### config.mk
export PLATFORM = sky130hd
export DESIGN_NAME = ifewc_top
export DESIGN_NICKNAME = d
export VERILOG_FILES = /design/src/ifewc_pkg.sv /design/src/ifewc_wbuf_if.sv /design/src/ifewc_top.sv /design/src/ifewc_wbuf.sv
export SDC_FILE = /design/constraint.sdc
export NUM_CORES = 1
export LEC_CHECK = 0
export BUFFER_PORTS_ARGS = -buffer_cell sky130_fd_sc_hd__buf_2
export CAP_MARGIN = 10
export CORE_UTILIZATION = 47
export DETAILED_ROUTE_END_ITERATION = 16
export GPL_ROUTABILITY_DRIVEN = 0
export GPL_TIMING_DRIVEN = 0
export PLACE_DENSITY = 0.74
export SETUP_SLACK_MARGIN = 0.15
export SYNTH_ARGS = -nofsm -noshare
export SYNTH_HDL_FRONTEND = slang
export SYNTH_HIERARCHICAL = 1
export SYNTH_SLANG_ARGS = --single-unit
### constraint.sdc
create_clock -name clk_i -period 10.6 [get_ports clk_i]
set_input_delay 2.12 -clock clk_i [delete_from_list [all_inputs] [get_ports clk_i]]
set_output_delay 2.12 -clock clk_i [all_outputs]
set_load 0.02 [all_outputs]
### src/ifewc_pkg.sv
/*
 * Constants, register map and state type of the in-application flash
 * erase/write controller. Assumes a 50 MHz system clock.
 */
package ifewc_pkg;
  localparam int CLK_MHZ = 50;

  // ----------------------------------------------------------------
  // register byte offsets
  // ----------------------------------------------------------------
  localparam logic [7:0] OFS_MAIN_CTRL = 8'h00;
  localparam logic [7:0] OFS_RST_KEY   = 8'h04;
  localparam logic [7:0] OFS_TB_CTRL   = 8'h08;
  localparam logic [7:0] OFS_ADDR_LO   = 8'h0C;
  localparam logic [7:0] OFS_ADDR_HI   = 8'h10;
  localparam logic [7:0] OFS_D0_LO     = 8'h14;
  localparam logic [7:0] OFS_D0_HI     = 8'h18;
  localparam logic [7:0] OFS_KEY_LO [3] = '{8'h1C, 8'h24, 8'h2C};
  localparam logic [7:0] OFS_KEY_HI [3] = '{8'h20, 8'h28, 8'h30};

  // ----------------------------------------------------------------
  // field positions and values
  // ----------------------------------------------------------------
  localparam int MC_UNLOCKED = 7;
  localparam int MC_MODE_LO  = 4;
  localparam int MC_TRIGGER  = 3;
  localparam int MC_START    = 2;
  localparam int MC_RD_EN    = 1;
  localparam int MC_RD_START = 0;
  localparam int TB_TIME_SEL = 1;
  localparam int TB_CLR      = 0;
  localparam logic [7:0] RST_BYTE  = 8'h00;
  localparam logic [7:0] CHIP_RST_KEY = 8'h55;
  localparam logic [7:0] KEY_LO_VAL [3] = '{8'h00, 8'h0D, 8'hC3};
  localparam logic [7:0] KEY_HI_VAL [3] = '{8'h04, 8'h09, 8'h40};
  localparam logic [2:0] MODE_WRITE  = 3'h0;
  localparam logic [2:0] MODE_ERASE  = 3'h1;
  localparam logic [2:0] MODE_READ   = 3'h3;
  localparam logic [2:0] MODE_UNLOCK = 3'h6;
  localparam logic [4:0] PAGE_LAST   = 5'h1F;

  // ----------------------------------------------------------------
  // timing
  // ----------------------------------------------------------------
  localparam int TMR_W        = 18;
  localparam int ERASE_T0_US  = 3200;
  localparam int ERASE_T1_US  = 3700;
  localparam int WRITE_T0_US  = 2200;
  localparam int WRITE_T1_US  = 3000;
  localparam int ERASE_T0_CYC = ERASE_T0_US * CLK_MHZ;
  localparam int ERASE_T1_CYC = ERASE_T1_US * CLK_MHZ;
  localparam int WRITE_T0_CYC = WRITE_T0_US * CLK_MHZ;
  localparam int WRITE_T1_CYC = WRITE_T1_US * CLK_MHZ;
  localparam int UNLOCK_CYC   = 1024;

  typedef enum logic [1:0] {
    ST_IDLE   = 2'b00,
    ST_TIME   = 2'b01,
    ST_COMMIT = 2'b11,
    ST_FINISH = 2'b10
  } ifewc_state_t;
endpackage : ifewc_pkg

### src/ifewc_wbuf_if.sv
/*
 * Link between the controller and its page write buffer.
 * Assumes both ends share the controller clock.
 */
`timescale 1ns/1ps
interface ifewc_wbuf_if;
  logic        load;
  logic [4:0]  load_idx;
  logic [15:0] load_data;
  logic        clr_start;
  logic        clr_busy;
  logic [4:0]  rd_idx;
  logic [15:0] rd_data;
  logic        rd_valid;
  modport ctrl (output load, load_idx, load_data, clr_start, rd_idx,
                input clr_busy, rd_data, rd_valid);
  modport store (input load, load_idx, load_data, clr_start, rd_idx,
                 output clr_busy, rd_data, rd_valid);
endinterface : ifewc_wbuf_if

### src/ifewc_top.sv
/*
 * In-application flash erase/write controller: Wishbone register file,
 * unlock key sequencer, timed erase/write with page commit, word read.
 * Assumes a flash array that accepts one strobe per cycle and returns
 * read data the cycle after its read strobe.
 */
// Chosen here: register access over Wishbone and the address map.
// Functional notes
// - writing 55H to the chip reset key register resets the whole chip.
// - time select picks 3.2/2.2 ms or 3.7/3.0 ms; start clears at end.
// - unimplemented upper bits read zero and ignore writes.
// - buffer clear bit clears every word, then returns to zero.
// - 12-bit word address, low byte plus high register lower nibble.
// - data low byte write only updates that register.
// - data high byte write loads 16-bit word, then increments address; here the buffer load only happens while unlocked.
// - address increment stops at in-page address 11111b.
// - successful unlock sets unlocked flag; erase/write need that flag.
// - erase tags addresses via data high writes; only tagged words erased.
// - mode 110 plus trigger bit starts the unlock procedure timer.
// - trigger bit clears at timer expiry, key right or wrong.
// - wrong key leaves flag clear; correct key sets it.
// - software clearing the unlocked flag disables erase and write at once.
// - buffer holds 32 words of the page given by address bits 11..5.
// - mode codes 000 write, 001 erase, 011 read, 110 unlock.
// - program start launches erase or write; cleared when done.
// - buffer cleared automatically after each write operation.
// - processor is stalled while read, erase or write is active.
`timescale 1ns/1ps
module ifewc_top #(
  parameter int ERASE_T0_CYC = ifewc_pkg::ERASE_T0_CYC,
  parameter int ERASE_T1_CYC = ifewc_pkg::ERASE_T1_CYC,
  parameter int WRITE_T0_CYC = ifewc_pkg::WRITE_T0_CYC,
  parameter int WRITE_T1_CYC = ifewc_pkg::WRITE_T1_CYC
) (
  // clock, reset, enable
  input  wire logic        clk_i,
  input  wire logic        rst_i,
  input  wire logic        ce_i,
  // wishbone classic slave
  input  wire logic        wb_cyc_i,
  input  wire logic        wb_stb_i,
  input  wire logic        wb_we_i,
  input  wire logic [7:0]  wb_adr_i,
  input  wire logic [3:0]  wb_sel_i,
  input  wire logic [31:0] wb_dat_i,
  output logic      [31:0] wb_dat_o,
  output logic             wb_ack_o,
  // flash array
  output logic      [11:0] flash_addr_o,
  output logic      [15:0] flash_wdata_o,
  output logic             flash_wr_o,
  output logic             flash_erase_o,
  output logic             flash_rd_o,
  input  wire logic [15:0] flash_rdata_i,
  // system
  output logic             cpu_stall_o,
  output logic             chip_reset_o
);
  import ifewc_pkg::*;

  // ----------------------------------------------------------------
  // state
  // ----------------------------------------------------------------
  ifewc_state_t      state_reg;
  logic              unlocked_reg;
  logic [2:0]        mode_reg;
  logic              trigger_reg;
  logic              start_reg;
  logic              rd_en_reg;
  logic              rd_start_reg;
  logic              rd_wait_reg;
  logic              rd_cap_reg;
  logic [7:0]        rkey_reg;
  logic              time_sel_reg;
  logic [11:0]       addr_reg;
  logic [7:0]        d0_lo_reg;
  logic [7:0]        d0_hi_reg;
  logic [7:0]        key_lo_reg [3];
  logic [7:0]        key_hi_reg [3];
  logic [5:0]        seen_reg;
  logic [TMR_W-1:0]  unl_tmr_reg;
  logic [TMR_W-1:0]  tmr_reg;
  logic [TMR_W-1:0]  dur;
  logic [4:0]        cidx_reg;
  logic              op_erase_reg;
  logic [7:0]        rd_byte;
  logic              wr_en;
  logic [7:0]        wd;
  logic              wr_main;
  logic              wr_tb;
  logic              wr_d0h;
  logic              unl_expire;
  logic              key_ok;
  logic              start_ok;
  logic              start_clr;
  logic              rd_issue;
  logic [5:0]        key_hit;

  ifewc_wbuf_if wbuf ();

  ifewc_wbuf u_wbuf (
    .clk_i (clk_i),
    .rst_i (rst_i),
    .ce_i  (ce_i),
    .bus   (wbuf.store)
  );

  // ----------------------------------------------------------------
  // wishbone slave
  // ----------------------------------------------------------------
  // writes land on the edge where the master sees ack high
  assign wr_en   = wb_cyc_i & wb_stb_i & wb_we_i & wb_ack_o & wb_sel_i[0];
  assign wd      = wb_dat_i[7:0];
  assign wr_main = wr_en && wb_adr_i == OFS_MAIN_CTRL;
  assign wr_tb   = wr_en && wb_adr_i == OFS_TB_CTRL;
  assign wr_d0h  = wr_en && wb_adr_i == OFS_D0_HI;

  always_ff @(posedge clk_i)
  begin
    if (rst_i)
      wb_ack_o <= 1'b0;
    else if (ce_i)
      wb_ack_o <= wb_cyc_i & wb_stb_i & ~wb_ack_o;
  end

  always_comb
  begin
    rd_byte = RST_BYTE;
    case (wb_adr_i)
      OFS_MAIN_CTRL: rd_byte = {unlocked_reg, mode_reg, trigger_reg,
                                start_reg, rd_en_reg, rd_start_reg};
      OFS_RST_KEY:   rd_byte = rkey_reg;
      OFS_TB_CTRL:   rd_byte = {6'h00, time_sel_reg, wbuf.clr_busy};
      OFS_ADDR_LO:   rd_byte = addr_reg[7:0];
      OFS_ADDR_HI:   rd_byte = {4'h0, addr_reg[11:8]};
      OFS_D0_LO:     rd_byte = d0_lo_reg;
      OFS_D0_HI:     rd_byte = d0_hi_reg;
      OFS_KEY_LO[0]: rd_byte = key_lo_reg[0];
      OFS_KEY_LO[1]: rd_byte = key_lo_reg[1];
      OFS_KEY_LO[2]: rd_byte = key_lo_reg[2];
      OFS_KEY_HI[0]: rd_byte = key_hi_reg[0];
      OFS_KEY_HI[1]: rd_byte = key_hi_reg[1];
      OFS_KEY_HI[2]: rd_byte = key_hi_reg[2];
      default:       rd_byte = RST_BYTE;
    endcase
  end

  always_ff @(posedge clk_i)
  begin
    if (rst_i)
      wb_dat_o <= 32'h0000_0000;
    else if (ce_i && wb_cyc_i && wb_stb_i && !wb_ack_o)
      wb_dat_o <= {24'h00_0000, rd_byte};
  end

  // ----------------------------------------------------------------
  // chip reset key
  // ----------------------------------------------------------------
  always_ff @(posedge clk_i)
  begin
    if (rst_i)
    begin
      rkey_reg     <= RST_BYTE;
      chip_reset_o <= 1'b0;
    end
    else if (ce_i)
    begin
      if (wr_en && wb_adr_i == OFS_RST_KEY)
        rkey_reg <= wd;
      chip_reset_o <= wr_en && wb_adr_i == OFS_RST_KEY && wd == CHIP_RST_KEY;
    end
  end

  // ----------------------------------------------------------------
  // unlock key sequencer
  // ----------------------------------------------------------------
  genvar k;
  generate
    for (k = 0; k < 3; k++)
    begin : g_key
      assign key_hit[k]   = wr_en && wb_adr_i == OFS_KEY_LO[k];
      assign key_hit[k+3] = wr_en && wb_adr_i == OFS_KEY_HI[k];
      always_ff @(posedge clk_i)
      begin
        if (rst_i)
        begin
          key_lo_reg[k] <= RST_BYTE;
          key_hi_reg[k] <= RST_BYTE;
        end
        else if (ce_i)
        begin
          if (key_hit[k])
            key_lo_reg[k] <= wd;
          if (key_hit[k+3])
            key_hi_reg[k] <= wd;
        end
      end
    end
  endgenerate

  assign unl_expire = trigger_reg && unl_tmr_reg == '0;
  assign key_ok = &seen_reg &&
                  key_lo_reg[0] == KEY_LO_VAL[0] && key_hi_reg[0] == KEY_HI_VAL[0] &&
                  key_lo_reg[1] == KEY_LO_VAL[1] && key_hi_reg[1] == KEY_HI_VAL[1] &&
                  key_lo_reg[2] == KEY_LO_VAL[2] && key_hi_reg[2] == KEY_HI_VAL[2];

  always_ff @(posedge clk_i)
  begin
    if (rst_i)
    begin
      trigger_reg <= 1'b0;
      unl_tmr_reg <= '0;
      seen_reg    <= 6'h00;
    end
    else if (ce_i)
    begin
      if (unl_expire)
        trigger_reg <= 1'b0;
      else if (!trigger_reg && wr_main && wd[MC_TRIGGER] &&
               wd[MC_MODE_LO+:3] == MODE_UNLOCK)
      begin
        trigger_reg <= 1'b1;
        unl_tmr_reg <= TMR_W'(UNLOCK_CYC - 1);
        seen_reg    <= 6'h00;
      end
      else if (trigger_reg)
      begin
        unl_tmr_reg <= unl_tmr_reg - 1'b1;
        seen_reg    <= seen_reg | key_hit;
      end
    end
  end

  // ----------------------------------------------------------------
  // main control bits
  // ----------------------------------------------------------------
  always_ff @(posedge clk_i)
  begin
    if (rst_i)
    begin
      unlocked_reg <= 1'b0;
      mode_reg     <= MODE_WRITE;
      rd_en_reg    <= 1'b0;
      time_sel_reg <= 1'b0;
    end
    else if (ce_i)
    begin
      if (unl_expire && key_ok)
        unlocked_reg <= 1'b1;
      else if (wr_main && !wd[MC_UNLOCKED])
        unlocked_reg <= 1'b0;
      if (wr_main)
      begin
        mode_reg  <= wd[MC_MODE_LO+:3];
        rd_en_reg <= wd[MC_RD_EN];
      end
      if (wr_tb)
        time_sel_reg <= wd[TB_TIME_SEL];
    end
  end

  assign start_ok = unlocked_reg && (mode_reg == MODE_WRITE || mode_reg == MODE_ERASE);
  assign start_clr = (state_reg == ST_IDLE && start_reg && !start_ok) ||
                     state_reg == ST_FINISH;

  always_ff @(posedge clk_i)
  begin
    if (rst_i)
      start_reg <= 1'b0;
    else if (ce_i)
    begin
      if (wr_main && wd[MC_START])
        start_reg <= 1'b1;
      else if (start_clr)
        start_reg <= 1'b0;
    end
  end

  // ----------------------------------------------------------------
  // address and data0 registers
  // ----------------------------------------------------------------
  always_ff @(posedge clk_i)
  begin
    if (rst_i)
      addr_reg <= 12'h000;
    else if (ce_i)
    begin
      if (wr_en && wb_adr_i == OFS_ADDR_LO)
        addr_reg[7:0] <= wd;
      else if (wr_en && wb_adr_i == OFS_ADDR_HI)
        addr_reg[11:8] <= wd[3:0];
      else if (wr_d0h && addr_reg[4:0] != PAGE_LAST)
        addr_reg <= addr_reg + 12'h001;
    end
  end

  always_ff @(posedge clk_i)
  begin
    if (rst_i)
    begin
      d0_lo_reg <= RST_BYTE;
      d0_hi_reg <= RST_BYTE;
    end
    else if (ce_i)
    begin
      if (rd_cap_reg)
      begin
        d0_lo_reg <= flash_rdata_i[7:0];
        d0_hi_reg <= flash_rdata_i[15:8];
      end
      else
      begin
        if (wr_en && wb_adr_i == OFS_D0_LO)
          d0_lo_reg <= wd;
        if (wr_d0h)
          d0_hi_reg <= wd;
      end
    end
  end

  assign wbuf.load      = wr_d0h && unlocked_reg;
  assign wbuf.load_idx  = addr_reg[4:0];
  assign wbuf.load_data = {wd, d0_lo_reg};
  assign wbuf.rd_idx    = cidx_reg;
  assign wbuf.clr_start = (wr_tb && wd[TB_CLR]) ||
                          (state_reg == ST_FINISH && !op_erase_reg);

  // ----------------------------------------------------------------
  // erase / write sequencer
  // ----------------------------------------------------------------
  // duration select
  always_comb
  begin
    if (mode_reg == MODE_ERASE)
      dur = time_sel_reg ? TMR_W'(ERASE_T1_CYC - 1) : TMR_W'(ERASE_T0_CYC - 1);
    else
      dur = time_sel_reg ? TMR_W'(WRITE_T1_CYC - 1) : TMR_W'(WRITE_T0_CYC - 1);
  end

  always_ff @(posedge clk_i)
  begin
    if (rst_i)
    begin
      state_reg    <= ST_IDLE;
      tmr_reg      <= '0;
      cidx_reg     <= 5'h00;
      op_erase_reg <= 1'b0;
    end
    else if (ce_i)
    begin
      case (state_reg)
        ST_IDLE:
          if (start_reg && start_ok)
          begin
            state_reg    <= ST_TIME;
            tmr_reg      <= dur;
            op_erase_reg <= mode_reg == MODE_ERASE;
          end
        ST_TIME:
          // losing the unlock aborts with the array untouched
          if (!unlocked_reg)
            state_reg <= ST_FINISH;
          else if (tmr_reg == '0)
          begin
            state_reg <= ST_COMMIT;
            cidx_reg  <= 5'h00;
          end
          else
            tmr_reg <= tmr_reg - 1'b1;
        ST_COMMIT:
        begin
          cidx_reg <= cidx_reg + 5'h01;
          if (cidx_reg == PAGE_LAST)
            state_reg <= ST_FINISH;
        end
        ST_FINISH:
          state_reg <= ST_IDLE;
        default:
          state_reg <= ST_IDLE;
      endcase
    end
  end

  // ----------------------------------------------------------------
  // flash strobes and read path
  // ----------------------------------------------------------------
  assign rd_issue = rd_start_reg && !rd_wait_reg && state_reg == ST_IDLE;

  always_ff @(posedge clk_i)
  begin
    if (rst_i)
    begin
      rd_start_reg <= 1'b0;
      rd_wait_reg  <= 1'b0;
      rd_cap_reg   <= 1'b0;
    end
    else if (ce_i)
    begin
      if (wr_main && wd[MC_RD_START] && wd[MC_RD_EN] &&
          wd[MC_MODE_LO+:3] == MODE_READ)
        rd_start_reg <= 1'b1;
      else if (rd_cap_reg)
        rd_start_reg <= 1'b0;
      rd_wait_reg <= rd_issue || (rd_wait_reg && !rd_cap_reg);
      rd_cap_reg  <= flash_rd_o;
    end
  end

  always_ff @(posedge clk_i)
  begin
    if (rst_i)
    begin
      flash_addr_o  <= 12'h000;
      flash_wdata_o <= 16'h0000;
      flash_wr_o    <= 1'b0;
      flash_erase_o <= 1'b0;
      flash_rd_o    <= 1'b0;
      cpu_stall_o   <= 1'b0;
    end
    else if (ce_i)
    begin
      flash_addr_o  <= state_reg == ST_COMMIT ? {addr_reg[11:5], cidx_reg} : addr_reg;
      flash_wdata_o <= wbuf.rd_data;
      flash_erase_o <= state_reg == ST_COMMIT && op_erase_reg &&
                       wbuf.rd_valid && unlocked_reg;
      flash_wr_o    <= state_reg == ST_COMMIT && !op_erase_reg &&
                       wbuf.rd_valid && unlocked_reg;
      flash_rd_o    <= rd_issue;
      cpu_stall_o   <= state_reg != ST_IDLE || (start_reg && start_ok) || rd_start_reg;
    end
  end
endmodule : ifewc_top

### src/ifewc_wbuf.sv
/*
 * 32-word page write buffer with per-word tag bits and a clear walker.
 * Assumes loads are one-cycle strobes from the controller.
 */
`timescale 1ns/1ps
module ifewc_wbuf (
  // clock, reset, enable
  input  wire logic   clk_i,
  input  wire logic   rst_i,
  input  wire logic   ce_i,
  // controller side
  ifewc_wbuf_if.store bus
);
  import ifewc_pkg::*;

  logic [15:0] mem_reg [32];
  logic [31:0] valid_reg;
  logic [4:0]  ccnt_reg;
  logic        busy_reg;

  assign bus.clr_busy = busy_reg;
  assign bus.rd_data  = mem_reg[bus.rd_idx];
  assign bus.rd_valid = valid_reg[bus.rd_idx];

  always_ff @(posedge clk_i)
  begin
    if (rst_i)
    begin
      busy_reg <= 1'b0;
      ccnt_reg <= 5'h00;
    end
    else if (ce_i)
    begin
      if (!busy_reg && bus.clr_start)
      begin
        busy_reg <= 1'b1;
        ccnt_reg <= 5'h00;
      end
      else if (busy_reg)
      begin
        ccnt_reg <= ccnt_reg + 5'h01;
        if (ccnt_reg == PAGE_LAST)
          busy_reg <= 1'b0;
      end
    end
  end

  // loads during a clear are dropped so a clear always ends empty
  genvar i;
  generate
    for (i = 0; i < 32; i++)
    begin : g_word
      always_ff @(posedge clk_i)
      begin
        if (rst_i)
          valid_reg[i] <= 1'b0;
        else if (ce_i)
        begin
          if (busy_reg && ccnt_reg == 5'(i))
            valid_reg[i] <= 1'b0;
          else if (!busy_reg && bus.load && bus.load_idx == 5'(i))
            valid_reg[i] <= 1'b1;
        end
      end
    end
  endgenerate

  always_ff @(posedge clk_i)
  begin
    if (ce_i)
    begin
      if (busy_reg)
        mem_reg[ccnt_reg] <= 16'h0000;
      else if (bus.load)
        mem_reg[bus.load_idx] <= bus.load_data;
    end
  end
endmodule : ifewc_wbuf

==> run summary <==
Commonest register cell after synthesis: edfxtp_1
Warning count from the yosys run: 6
Post-CTS sizing: 0
Initial cell density of the core: 0.477
TritonRoute pass-1 iters: 7
Most frequent cell after synthesis: edfxtp_1
Worst-path maximum fanout: 10
Min Tclk post-route: 5.69 ns
Synth top area share: 0.523
Core Util, Final: 0.545
Clock Skew: 0.0397 ns
Antenna violations before repair: 0
CTS tree: done
IO buf count: 76
Peak VDD IR: 0.000136 V
R2R Setup Slk: 6.65 ns
Syn_area_per_cell: 13.0 um2
Gr usage total: 0.260
Wirelength, routed: 91800 um
Sink Count: 737
Reg power frac: 0.522
Sw Share: 0.208
Largest net degree at the start of global routing: 33
Run status: complete, no violations
Avg Vias per Cell: 6.29
Iter 0 DRT Violations: 3090
Post-synthesis mux area share: 0.109
Post-CTS Setup Repair Bufs: 0
Post-Synth Simple-Gate Area: 0.112
Synth Area in XOR/XNOR: 0.00191
Clk pin slew, worst setup/hold paths: 0.06 ns
CP Capture Point: u_wbuf/mem_reg[24][3]
Comb pwr share: 0.024
Max reg flops: 512
Worst R2R End: u_wbuf/mem_reg[24][3]
LEAKAGE: 11.5 nW
Hold Path Cell Cnt: 2
Area growth from synthesis to layout: 14.2%
Final Setup Violations: 0
Clock buffer depth: 3
First-pass GRT wire length: 136000 um
Final setup TNS: 0 ns
Class of the worst hold path: register to register
Slew headroom: 0.136
Placeable Area: 67400 um2
Layout cell share with drive strength beyond 1: 0.139
Post-synth EDFFs: 560
Most frequent cells after synthesis: 560 x edfxtp_1, 334 x mux2i_1, 177 x dfxtp_1
Setup crit start: wb_adr_i[2]
DR vias: 22700
Synth area leaders: edfxtp_1 52%, dfxtp_1 11%, mux2i_1 10%, a21oi_1 2.2%, a22oi_1 2.0%
Die H: 263 um
Net Switching: 1.23 mW
Seq/Total Area, Yosys: 0.634
Detailed placement HPWL: 62900 um
Detail Route Antenna Nets: 0
Post-Syn Area: 32100 um2
Crit. End Element: register
Die area: 69400 um2
Max Slew Vio Count: 0
# DRC: 0
R2R cell count: 9
Vias in the first global route: 22100
Clock latency at the later pin of the worst-skew pair: 0.64 ns
Internal power: 4.69 mW
# rows: 95
Root Buffer: clkbuf_16
Synth Area in Adders: 0.00740
Top Ports: 132
Crit path DAT: 6.00 ns
Post-cts hold buffer count: 0
Setup CP Type: input pin to register
Yosys reg bits: 737
Wire length per cell: 25.4 um
Grt ovf: 0
Synth Area in Compound Gates: 0.101
Worst slew pin tran: 1.28 ns
FMAX: 176 MHz
Asr flop ratio synth: 0
Unrepaired setup endpoints after global routing: no
H-tree levels: 3
Pwr dens: 161 nW/um2
Req. time, crit path: 10.91 ns
Cells after synthesis: 2470
Type of origin of the critical path: input pin
Fillers: 5383
Tcrit/Tclk final: 0.537
Largest family of logic cells by synthesized area: simple AND/OR/NAND/NOR gates
Post-synth top area cell: edfxtp_1
Worst r2r src: wb_ack_o
Reg area: 20400 um2
Max-cap violations: 0
Area of the multi-input gates: 10800 um2
Die width: 263 um
Count of final hold-check violations: 0
Yosys cell types: 91
Total CTS buffers: 74
Clock Power Share: 0.455
Final Net Count: 2761
## power groups by stage
stage	combinational (mW)	sequential [mW]	clock, mW
6_report	0.140	3.09	2.69
5_1_grt	0.146	3.09	2.83
4_1_cts	0.135	3.09	2.72
3_5_place_dp	0.135	3.15	0
3_3_place_gp	0.132	3.15	0
2_1_floorplan	0.0761	3.15	0
## cells in the final DEF (no fill, tap or decap), types with 49 or more instances in the layout
master	count
clkbuf_1	109
buf_2	112
edfxtp_1	560
mux2i_1	334
a22oi_1	87
a21oi_1	139
nor2_1	134
nand2_1	128
nand3_1	70
clkbuf_16	77
a211oi_1	49
and2_1	64
dfxtp_1	177
o21ai_0	49
## critical path: stages
cell,delay [ns]
buf_2,0.12
buf_2,0.20
or4b_2,0.79
nor4_1,0.38
and2_1,0.39
buf_2,0.27
nand3b_1,0.15
nor2_2,0.27
a31oi_1,0.13
nor2_1,0.84
buf_4,0.32
## routing by layer
layer | share of wire | wire length (um) | up-vias | track usage
met5 | 0 | 0 | - | 0
met1 | 0.39 | 35800 | 11100 | 0.345
met2 | 0.46 | 42000 | 1415 | 0.415
met3 | 0.11 | 9750 | 316 | 0.0541
li1 | - | - | 9910 | -
met4 | 0.046 | 4210 | 0 | 0.112
## kinds of logic after synthesis
kind of cell	after synthesis
multiplexers	348
AND/OR/NAND/NOR	672
other	1
AO/OA/AOI/OAI	480
XOR/XNOR	7
flip-flops	737
adder cells (fa/ha/maj)	19
buffers and inverters	206
## worst min-delay path by stage
stage	start	to	slack, ns
floorplan	rd_wait_reg	rd_wait_reg	0.43
global placement	rd_wait_reg	rd_wait_reg	0.44
detailed placement	rkey_reg[5]	rkey_reg[5]	0.45
CTS	rd_wait_reg	rd_wait_reg	0.46
global route	rd_wait_reg	rd_wait_reg	0.47
finish	rd_wait_reg	rd_wait_reg	0.46
## area by class of cell
| cell class | count | area share |
|---|---|---|
| Timing Repair Buffer | 107 | 0.0218 |
| Tap cell | 873 | 0.0298 |
| Inverter | 18 | 0.00184 |
| Sequential cell | 737 | 0.555 |
| Antenna cell | 1 | 0.0000682 |
| Clock buffer | 100 | 0.0560 |
| Buffer | 188 | 0.0288 |
| Multi-Input combinational cell | 1550 | 0.294 |
| Clock inverter | 37 | 0.0130 |
## stage by stage
step	hold WS (ns)	setup WS [ns]	cell area (um2)	instances	power [mW]
4_1_cts	0.461	4.82	36600	3606	5.94
2_1_floorplan	0.431	5.30	32200	2493	3.23
3_3_place_gp	0.439	3.96	33700	3442	3.28
6_report	0.464	4.91	36700	3611	5.92
3_5_place_dp	0.451	4.21	34100	3469	3.29
5_1_grt	0.468	4.85	36700	3610	6.07
Power figures use the tool's default switching activity.
